$ cat src/hdl/efic_regs.svh
// register map, field layout and reset values of the event flag interrupt controller
// How it works
// - each request output is active low open drain: pulls low, never drives high
// - ten event flags live in two flag registers at consecutive addresses
// - every flag has its own enable bit in two enable registers
// - enabled flag sets and holds on rising edge of its source, not level
// - latched enabled flag asserts the request output it is routed to
// - disabled flag reads live source level and never asserts a request
// - writing 1 to a latched flag bit clears it; host prefers this
// - hardware or software reset clears every latched flag
// - both request outputs behave alike; any flag combination may drive one
// - one routing bit per flag: 0 selects output a, 1 selects output b
// - internally latched sources clear when host writes the matching flag bit
`ifndef EFIC_REGS_SVH
`define EFIC_REGS_SVH
`define EFIC_ADDR_ENABLE_LOW 4'h3
`define EFIC_ADDR_ENABLE_HIGH 4'h4
`define EFIC_ADDR_FLAGS_LOW 4'h5
`define EFIC_ADDR_FLAGS_HIGH 4'h6
`define EFIC_ADDR_ROUTE_LOW 4'h7
`define EFIC_ADDR_ROUTE_HIGH 4'h8
`define EFIC_ADDR_SOFT_RESET 4'h9
`define EFIC_ADDR_STATUS 4'hA
`define EFIC_ADDR_MASK 4'hB
`define EFIC_LOW_BITS 8
`define EFIC_HIGH_BITS 2
`define EFIC_RESET_ENABLE 10'h000
`define EFIC_RESET_ROUTE 10'h000
`define EFIC_RESET_MASK 2'h0
`define EFIC_SOFT_RESET_BIT 0
`endif

$ cat src/hdl/efic_pkg.sv
// types shared by the event flag interrupt controller
package efic_pkg;
    typedef struct packed {
        logic [3:0] adr;
        logic [31:0] dat;
        logic [3:0] sel;
        logic we;
        logic stb;
        logic cyc;
    } efic_wb_req_t;
    typedef struct packed {
        logic pull;
        logic oe_n;
    } efic_od_pin_t;
endpackage : efic_pkg

$ cat src/hdl/efic_core.sv
// event flag latches, routing and wishbone register slave
`timescale 1ns/100ps
`include "efic_regs.svh"
module efic_core #(
    parameter int NUM_FLAGS = 10
) (
    input wire logic clk_i,
    input wire logic rst_i,
    input wire logic [3:0] wb_adr_i,
    input wire logic [31:0] wb_dat_i,
    input wire logic [3:0] wb_sel_i,
    input wire logic wb_we_i,
    input wire logic wb_stb_i,
    input wire logic wb_cyc_i,
    output logic [31:0] wb_dat_o,
    output logic wb_ack_o,
    output logic wb_err_o,
    input wire logic [NUM_FLAGS-1:0] event_source_i,
    output logic [NUM_FLAGS-1:0] source_clear_o,
    input wire logic request_out_a_n_i,
    output logic request_out_a_n_o,
    output logic request_out_a_n_oe_o,
    input wire logic request_out_b_n_i,
    output logic request_out_b_n_o,
    output logic request_out_b_n_oe_o,
    output logic irq_o
);
    // ==========================================
    // bus decode
    efic_pkg::efic_wb_req_t req;
    logic hit;
    logic mapped;
    logic wr;
    logic rd;
    logic lane0;
    assign req = '{adr: wb_adr_i, dat: wb_dat_i, sel: wb_sel_i, we: wb_we_i,
                   stb: wb_stb_i, cyc: wb_cyc_i};
    // one-cycle answer, ack dropped the cycle after it was given
    assign hit = req.cyc && req.stb && !wb_ack_o && !wb_err_o;
    always_comb begin
        unique case (req.adr)
            `EFIC_ADDR_ENABLE_LOW, `EFIC_ADDR_ENABLE_HIGH, `EFIC_ADDR_FLAGS_LOW,
            `EFIC_ADDR_FLAGS_HIGH, `EFIC_ADDR_ROUTE_LOW, `EFIC_ADDR_ROUTE_HIGH,
            `EFIC_ADDR_SOFT_RESET, `EFIC_ADDR_STATUS, `EFIC_ADDR_MASK: mapped = 1'b1;
            default: mapped = 1'b0;
        endcase
    end
    assign wr = hit && mapped && req.we;
    assign rd = hit && mapped && !req.we;
    // only the low byte lane carries data; other lanes are ignored
    assign lane0 = req.sel[0];

    // ==========================================
    // control registers
    logic [NUM_FLAGS-1:0] enable_reg;
    logic [NUM_FLAGS-1:0] route_reg;
    logic [1:0] mask_reg;
    logic soft_reset;
    logic [NUM_FLAGS-1:0] wdat_wide;
    assign wdat_wide = {req.dat[`EFIC_HIGH_BITS-1:0], req.dat[`EFIC_LOW_BITS-1:0]};
    assign soft_reset = wr && lane0 && (req.adr == `EFIC_ADDR_SOFT_RESET)
                        && req.dat[`EFIC_SOFT_RESET_BIT];

    always_ff @(posedge clk_i) begin
        if (rst_i) begin
            enable_reg <= `EFIC_RESET_ENABLE;
            route_reg <= `EFIC_RESET_ROUTE;
            mask_reg <= `EFIC_RESET_MASK;
        end else if (wr && lane0) begin
            unique case (req.adr)
                `EFIC_ADDR_ENABLE_LOW: enable_reg[`EFIC_LOW_BITS-1:0] <= req.dat[7:0];
                `EFIC_ADDR_ENABLE_HIGH: enable_reg[NUM_FLAGS-1:`EFIC_LOW_BITS] <=
                    wdat_wide[NUM_FLAGS-1:`EFIC_LOW_BITS];
                `EFIC_ADDR_ROUTE_LOW: route_reg[`EFIC_LOW_BITS-1:0] <= req.dat[7:0];
                `EFIC_ADDR_ROUTE_HIGH: route_reg[NUM_FLAGS-1:`EFIC_LOW_BITS] <=
                    wdat_wide[NUM_FLAGS-1:`EFIC_LOW_BITS];
                `EFIC_ADDR_MASK: mask_reg <= req.dat[1:0];
                default: ;
            endcase
        end
    end

    // ==========================================
    // flag latches
    logic [NUM_FLAGS-1:0] src_prev_reg;
    logic [NUM_FLAGS-1:0] latch_reg;
    logic [NUM_FLAGS-1:0] w1c;
    logic [NUM_FLAGS-1:0] rise;
    always_comb begin
        w1c = '0;
        if (wr && lane0 && req.adr == `EFIC_ADDR_FLAGS_LOW)
            w1c[`EFIC_LOW_BITS-1:0] = req.dat[7:0];
        if (wr && lane0 && req.adr == `EFIC_ADDR_FLAGS_HIGH)
            w1c[NUM_FLAGS-1:`EFIC_LOW_BITS] = wdat_wide[NUM_FLAGS-1:`EFIC_LOW_BITS];
    end
    assign rise = event_source_i & ~src_prev_reg;

    always_ff @(posedge clk_i) begin
        if (rst_i)
            src_prev_reg <= '0;
        else
            src_prev_reg <= event_source_i;
    end

    genvar g;
    generate
        for (g = 0; g < NUM_FLAGS; g++) begin : g_flag
            always_ff @(posedge clk_i) begin
                if (rst_i || soft_reset) begin
                    latch_reg[g] <= 1'b0;
                end else if (enable_reg[g] && rise[g]) begin
                    latch_reg[g] <= 1'b1; // set wins over a same-cycle clear
                end else if (w1c[g]) begin
                    latch_reg[g] <= 1'b0;
                end
            end
        end
    endgenerate

    // write to a flag bit also clears an internally latched source
    always_ff @(posedge clk_i) begin
        if (rst_i)
            source_clear_o <= '0;
        else
            source_clear_o <= w1c;
    end

    // ==========================================
    // request routing
    logic [NUM_FLAGS-1:0] active;
    logic req_a;
    logic req_b;
    assign active = latch_reg & enable_reg;
    assign req_a = |(active & ~route_reg);
    assign req_b = |(active & route_reg);
    // drive value is a constant low; only the enable moves
    assign request_out_a_n_o = 1'b0;
    assign request_out_b_n_o = 1'b0;
    always_ff @(posedge clk_i) begin
        if (rst_i) begin
            request_out_a_n_oe_o <= 1'b1;
            request_out_b_n_oe_o <= 1'b1;
        end else begin
            request_out_a_n_oe_o <= !req_a;
            request_out_b_n_oe_o <= !req_b;
        end
    end

    // ==========================================
    // pin event status, cleared by reading
    logic [1:0] status_reg;
    logic [1:0] pin_rise;
    assign pin_rise = {req_b && request_out_b_n_oe_o, req_a && request_out_a_n_oe_o};
    always_ff @(posedge clk_i) begin
        if (rst_i)
            status_reg <= '0;
        else if (rd && req.adr == `EFIC_ADDR_STATUS)
            status_reg <= pin_rise;
        else
            status_reg <= status_reg | pin_rise;
    end
    assign irq_o = |(status_reg & mask_reg);

    // ==========================================
    // read data and ack
    logic [NUM_FLAGS-1:0] flag_view;
    logic [7:0] rdat;
    // disabled flags show the live source level
    assign flag_view = (latch_reg & enable_reg) | (event_source_i & ~enable_reg);
    always_comb begin
        unique case (req.adr)
            `EFIC_ADDR_ENABLE_LOW: rdat = enable_reg[7:0];
            `EFIC_ADDR_ENABLE_HIGH: rdat = {6'h00, enable_reg[NUM_FLAGS-1:8]};
            `EFIC_ADDR_FLAGS_LOW: rdat = flag_view[7:0];
            `EFIC_ADDR_FLAGS_HIGH: rdat = {6'h00, flag_view[NUM_FLAGS-1:8]};
            `EFIC_ADDR_ROUTE_LOW: rdat = route_reg[7:0];
            `EFIC_ADDR_ROUTE_HIGH: rdat = {6'h00, route_reg[NUM_FLAGS-1:8]};
            `EFIC_ADDR_STATUS: rdat = {6'h00, status_reg};
            `EFIC_ADDR_MASK: rdat = {6'h00, mask_reg};
            default: rdat = 8'h00;
        endcase
    end
    always_ff @(posedge clk_i) begin
        if (rst_i) begin
            wb_ack_o <= 1'b0;
            wb_err_o <= 1'b0;
            wb_dat_o <= 32'h0000_0000;
        end else begin
            wb_ack_o <= hit && mapped;
            wb_err_o <= hit && !mapped;
            wb_dat_o <= (hit && mapped && !req.we) ? {24'h00_0000, rdat} : 32'h0000_0000;
        end
    end

    // ==========================================
    // checks
    set_on_rise_a: assert property (@(posedge clk_i) disable iff (rst_i)
        (enable_reg[0] && rise[0] && !soft_reset) |=> latch_reg[0])
        else $error("enabled rising edge did not latch flag");
    w1c_clears_a: assert property (@(posedge clk_i) disable iff (rst_i)
        (w1c[0] && !rise[0] && !soft_reset) |=> !latch_reg[0])
        else $error("write one did not clear flag");
    soft_reset_a: assert property (@(posedge clk_i) disable iff (rst_i)
        soft_reset |=> latch_reg == '0)
        else $error("soft reset left a flag latched");
    route_a_pin_a: assert property (@(posedge clk_i) disable iff (rst_i)
        (active[0] && !route_reg[0]) |=> !request_out_a_n_oe_o)
        else $error("output a not asserted for routed flag");
    route_b_pin_a: assert property (@(posedge clk_i) disable iff (rst_i)
        (active[0] && route_reg[0]) |=> !request_out_b_n_oe_o)
        else $error("output b not asserted for routed flag");
    release_a: assert property (@(posedge clk_i) disable iff (rst_i)
        (active == '0) |=> (request_out_a_n_oe_o && request_out_b_n_oe_o))
        else $error("request held with no active flag");
    never_high_a: assert property (@(posedge clk_i) disable iff (rst_i)
        !request_out_a_n_o && !request_out_b_n_o)
        else $error("request pin driven high");
    disabled_live_a: assert property (@(posedge clk_i) disable iff (rst_i)
        !enable_reg[0] |-> (flag_view[0] == event_source_i[0]))
        else $error("disabled flag does not show live source");
    src_clear_a: assert property (@(posedge clk_i) disable iff (rst_i)
        w1c[1] |=> source_clear_o[1])
        else $error("source clear not pulsed");
    ack_once_a: assert property (@(posedge clk_i) disable iff (rst_i)
        wb_ack_o |=> !wb_ack_o)
        else $error("ack held two cycles");
    ack_on_hit_a: assert property (@(posedge clk_i) disable iff (rst_i)
        (hit && mapped) |=> (wb_ack_o && !wb_err_o))
        else $error("mapped access not acknowledged");
    err_unmapped_a: assert property (@(posedge clk_i) disable iff (rst_i)
        (hit && !mapped) |=> (wb_err_o && !wb_ack_o))
        else $error("unmapped access not refused");
    set_high_flag_a: assert property (@(posedge clk_i) disable iff (rst_i)
        (enable_reg[NUM_FLAGS-1] && rise[NUM_FLAGS-1] && !soft_reset)
        |=> latch_reg[NUM_FLAGS-1])
        else $error("enabled rising edge did not latch top flag");
    disabled_quiet_a: assert property (@(posedge clk_i) disable iff (rst_i)
        (enable_reg == '0) |=> (request_out_a_n_oe_o && request_out_b_n_oe_o))
        else $error("request asserted with every flag disabled");
    pin_low_a: assert property (@(posedge clk_i) disable iff (rst_i)
        !request_out_a_n_oe_o |-> !request_out_a_n_i)
        else $error("request line not low while pulled");
    status_set_a: assert property (@(posedge clk_i) disable iff (rst_i)
        pin_rise[0] |=> status_reg[0])
        else $error("pin event not recorded in status");
    latch_cov_c: cover property (@(posedge clk_i) disable iff (rst_i)
        enable_reg[0] && rise[0] ##1 !request_out_a_n_oe_o);
    clear_cov_c: cover property (@(posedge clk_i) disable iff (rst_i)
        latch_reg[0] ##1 w1c[0] ##1 !latch_reg[0]);
    route_b_cov_c: cover property (@(posedge clk_i) disable iff (rst_i)
        !request_out_b_n_oe_o);
endmodule : efic_core

$ cat config.mk
export PLATFORM = sky130hd
export DESIGN_NAME = efic_core
export DESIGN_NICKNAME = d
export VERILOG_FILES = /design/src/hdl/efic_pkg.sv /design/src/hdl/efic_core.sv
export VERILOG_INCLUDE_DIRS = /design/src /design/src/hdl
export SDC_FILE = /design/constraint.sdc
export NUM_CORES = 1
export LEC_CHECK = 0
export ABC_AREA = 0
export BUFFER_PORTS_ARGS = -buffer_cell sky130_fd_sc_hd__clkbuf_2
export CORE_AREA = 8 8 102 141
export DETAILED_ROUTE_END_ITERATION = 10
export DIE_AREA = 0 0 110 149
export PLACE_DENSITY_LB_ADDON = 0.15
export SETUP_SLACK_MARGIN = 0.15
export SKIP_CTS_REPAIR_TIMING = 1
export SLEW_MARGIN = 20
export SYNTH_ARGS = -nofsm -noshare
export SYNTH_HDL_FRONTEND = slang
export SYNTH_SLANG_ARGS = --single-unit
$ cat constraint.sdc
create_clock -name clk_i -period 4.66 [get_ports clk_i]
set_input_delay 0.932 -clock clk_i [delete_from_list [all_inputs] [get_ports clk_i]]
set_output_delay 0.932 -clock clk_i [all_outputs]
set_load 0.01 [all_outputs]
==> metrics.md <==
| Metric | Value |
|---|---|
| Data required, critical path | 4.92 ns |
| Rows | 48 |
| Clock skew | 0.00437 ns |
| Post-Synth Simple-Gate Area | 0.246 |
| DRT iter0 DRCs | 113 |
| Top-count cell post-synth | dfxtp_1 |
| RSZ-0062 raised after global routing | false |
| Worst Tran Pin Value | 0.822 ns |
| Global Route Usage Sum | 0.119 |
| Clock Latency Late Sink | 0.34 ns |
| R2r worst-path depth | 4 |
| CP Class | in2reg |
| Post-synth EDFFs | 0 |
| Post-synthesis cell area | 3010 sq um |
| Die height | 149 microns |
| Vias in the first global route | 2,628 |
| Final min period | 2.58 ns |
| Period utilisation layout | 0.553 |
| Reg2Reg Setup Slack | 2.37 ns |
| Wire per inst | 17.1 microns |
| Share of the synthesized area in the top cell type | 0.439 |
| Initial antenna violation count | 0 |
| Post-detailed-routing wire length | 9330 microns |
| CTS H-tree lvls | 3 |
| Post-synthesis adder-cell area fraction | 0 |
| Synth Register Bits | 66 |
| Largest family of logic cells by synthesized area | simple AND/OR/NAND/NOR gates |
| Critical Path End Type | register |
| Hold Path End | status_reg[0] |
| Worst setup SP type | input port |
| Most instantiated cells after synthesis | dfxtp_1 (66), nand2_1 (53), a21oi_1 (27), buf_4 (27), mux2i_1 (25) |
| Sequential-to-total area share from yosys stat | 0.439 |
| Syn_area_per_cell | 8.85 sq um |
| Synth Area in Compound Gates | 0.131 |
| Async SR Flop Fraction | 0 |
| Final Hold Viols | 0 |
| CTS tree | done |
| Port Buffers | 50 |
| Fin. max-slew vios | 0 |
| Vias | 2,511 |
| Fillers | 1,359 |
| Vias per cell | 4.61 |
| Maximum Capacitance Violations | 0 |
| Crit path DAT | 2.84 ns |
| Detailed-route DRC error count | 0 |
| Synth warn | 0 |
| Area of the core | 12,200 sq um |
| Max frequency | 388 MHz |
| CTS buffer count | 9 |
| Global-route wire length before repair | 14,300 microns |
| Xor/xnor share of the synthesized area | 0 |
| Clock tree buffer depth | 2 |
| HP Start | request_out_a_n_oe_o |
| Ranking of synthesized cells by area | dfxtp_1 (44%), mux2i_1 (8.3%), buf_4 (6.7%) |
| Layout area overhead | 20.9% |
| Die Footprint | 16,400 sq um |
| Peak fanout along the critical path | 11 |
| Worst R2R End | enable_reg[5] |
| Final setup fails | 0 |
| Drt first pass iters | 4 |
| Pwr dens | 368 nW/um^2 |
| Mux contribution to synthesized area | 0.0869 |
| Post-placement cell count | 529 |
| Sum Neg Setup Slack | 0 ns |
| WHS Path Cells | 2 |
| Final HPWL DP | 6540 microns |
| GP Congestion | 0.802 |
| Share of layout cells above drive strength 1 | 0.208 |
| Remaining antenna violation count | 0 |
| Final Non-Filler Cells | 545 |
| Peak supply drop | 0.000136 V |
| Worst r2r src | wb_err_o |
| Starting Density | 0.247 |
| Max_slew headroom | 0.448 |
| Biggest area consumer among synthesized cells | dfxtp_1 |
| Main flop type after synthesis | dfxtp_1 |
| Synth cell types | 47 |
| Total grt overflow | 0 |
| Leakage | 1.46 nW |
| Synthesized instance count | 340 |
| Clock Pin Slew Worst Setup and Hold Paths | 0.05 ns |
| Top Ports | 106 |
| CTS root buffer | clkbuf_16 |
| ANT cells | 0 |
| Largest net degree at the start of global routing | 29 |
| Fin nets | 447 |
| Run status | complete, no violations |
| Worst hold path class | reg2reg |
| Die Width | 110 microns |
| Clock sink count | 66 |
-- worst max-delay path by stage --
| stage | start | endpoint | slack, ns |
|---|---|---|---|
| final | wb_cyc_i | enable_reg[5] | 2.08 |
| after global routing | wb_stb_i | enable_reg[2] | 1.90 |
| after CTS | wb_cyc_i | enable_reg[5] | 2.05 |
| after detailed placement | wb_cyc_i | enable_reg[5] | 1.69 |
| after global placement | wb_cyc_i | enable_reg[2] | 1.71 |
| after floorplan | wb_adr_i[3] | latch_reg[8] | 2.35 |
-- critical path: stages --
cell	delay, ns
clkbuf_2	0.07
nand4bb_1	0.38
or2_4	0.48
nor4_4	0.71
mux2i_1	0.26
-- cells by family (layout without fill, tap and decap cells) --
kind of cell,Yosys count,count (layout)
simple gates,135,135
flops,66,66
compound gates,64,64
buf+inv,48,78
mux,26,26
other cells,1,26
-- area by class of cell --
type,count,area [sq um],area share
Inverter,9,33.8,0.00928
Sequential cell,66,1320,0.363
Clock inverter,2,35.0,0.00963
Timing Repair Buffer,53,273,0.0750
Multi-Input combinational cell,251,1520,0.419
Clock buffer,14,264,0.0726
Tap cell,150,188,0.0516
-- per-layer routing --
layer	wire length, microns	GRT usage	part of all wire
met1	3760	0.129	0.40
met2	4980	0.210	0.53
met3	359	0.0251	0.038
met4	221	0.0637	0.024
met5	0	0	0
-- stage by stage --
stage / power [W] / cell area [sq um] / hold WS (ns) / util / setup slack, ns
floorplan: 0.000647 / 3100 / 0.445 / - / 2.35
global placement: 0.000665 / 3330 / 0.454 / 0.273 / 1.71
detailed placement: 0.000665 / 3330 / 0.473 / 0.273 / 1.69
CTS: 0.00136 / 3630 / 0.483 / 0.298 / 2.05
global route: 0.00140 / 3640 / 0.488 / 0.298 / 1.90
finish: 0.00134 / 3640 / 0.477 / 0.298 / 2.08
-- layout by cell type (no fill, tap or decap), drive strengths merged, types with 2 or more instances in the layout --
cell,Yosys,final
dfxtp,66,66
nor2b,7,7
or2,3,3
nand2,53,53
and3b,2,2
a22oi,3,3
clkbuf,4,64
nand2b,2,2
conb,1,26
mux2i,25,25
o22ai,3,3
o21ai,17,17
a31oi,3,3
nand3,11,11
a21oi,27,27
nor3,6,6
nor4,4,4
a21o,3,3
inv,9,9
nand4,2,2
and2,9,9
buf,35,3
nor4bb,2,2
nand3b,15,15
nor2,13,13
-- where the power goes --
part | switching (W) | total [W] | internal [W] | leakage, nW
registers | 0.00000161 | 0.000572 | 0.000570 | 0.534
clock network | 0.000242 | 0.000685 | 0.000443 | 0.147
logic | 0.0000575 | 0.0000826 | 0.0000251 | 0.775
Note: power is estimated with default switching activity, not from simulation.
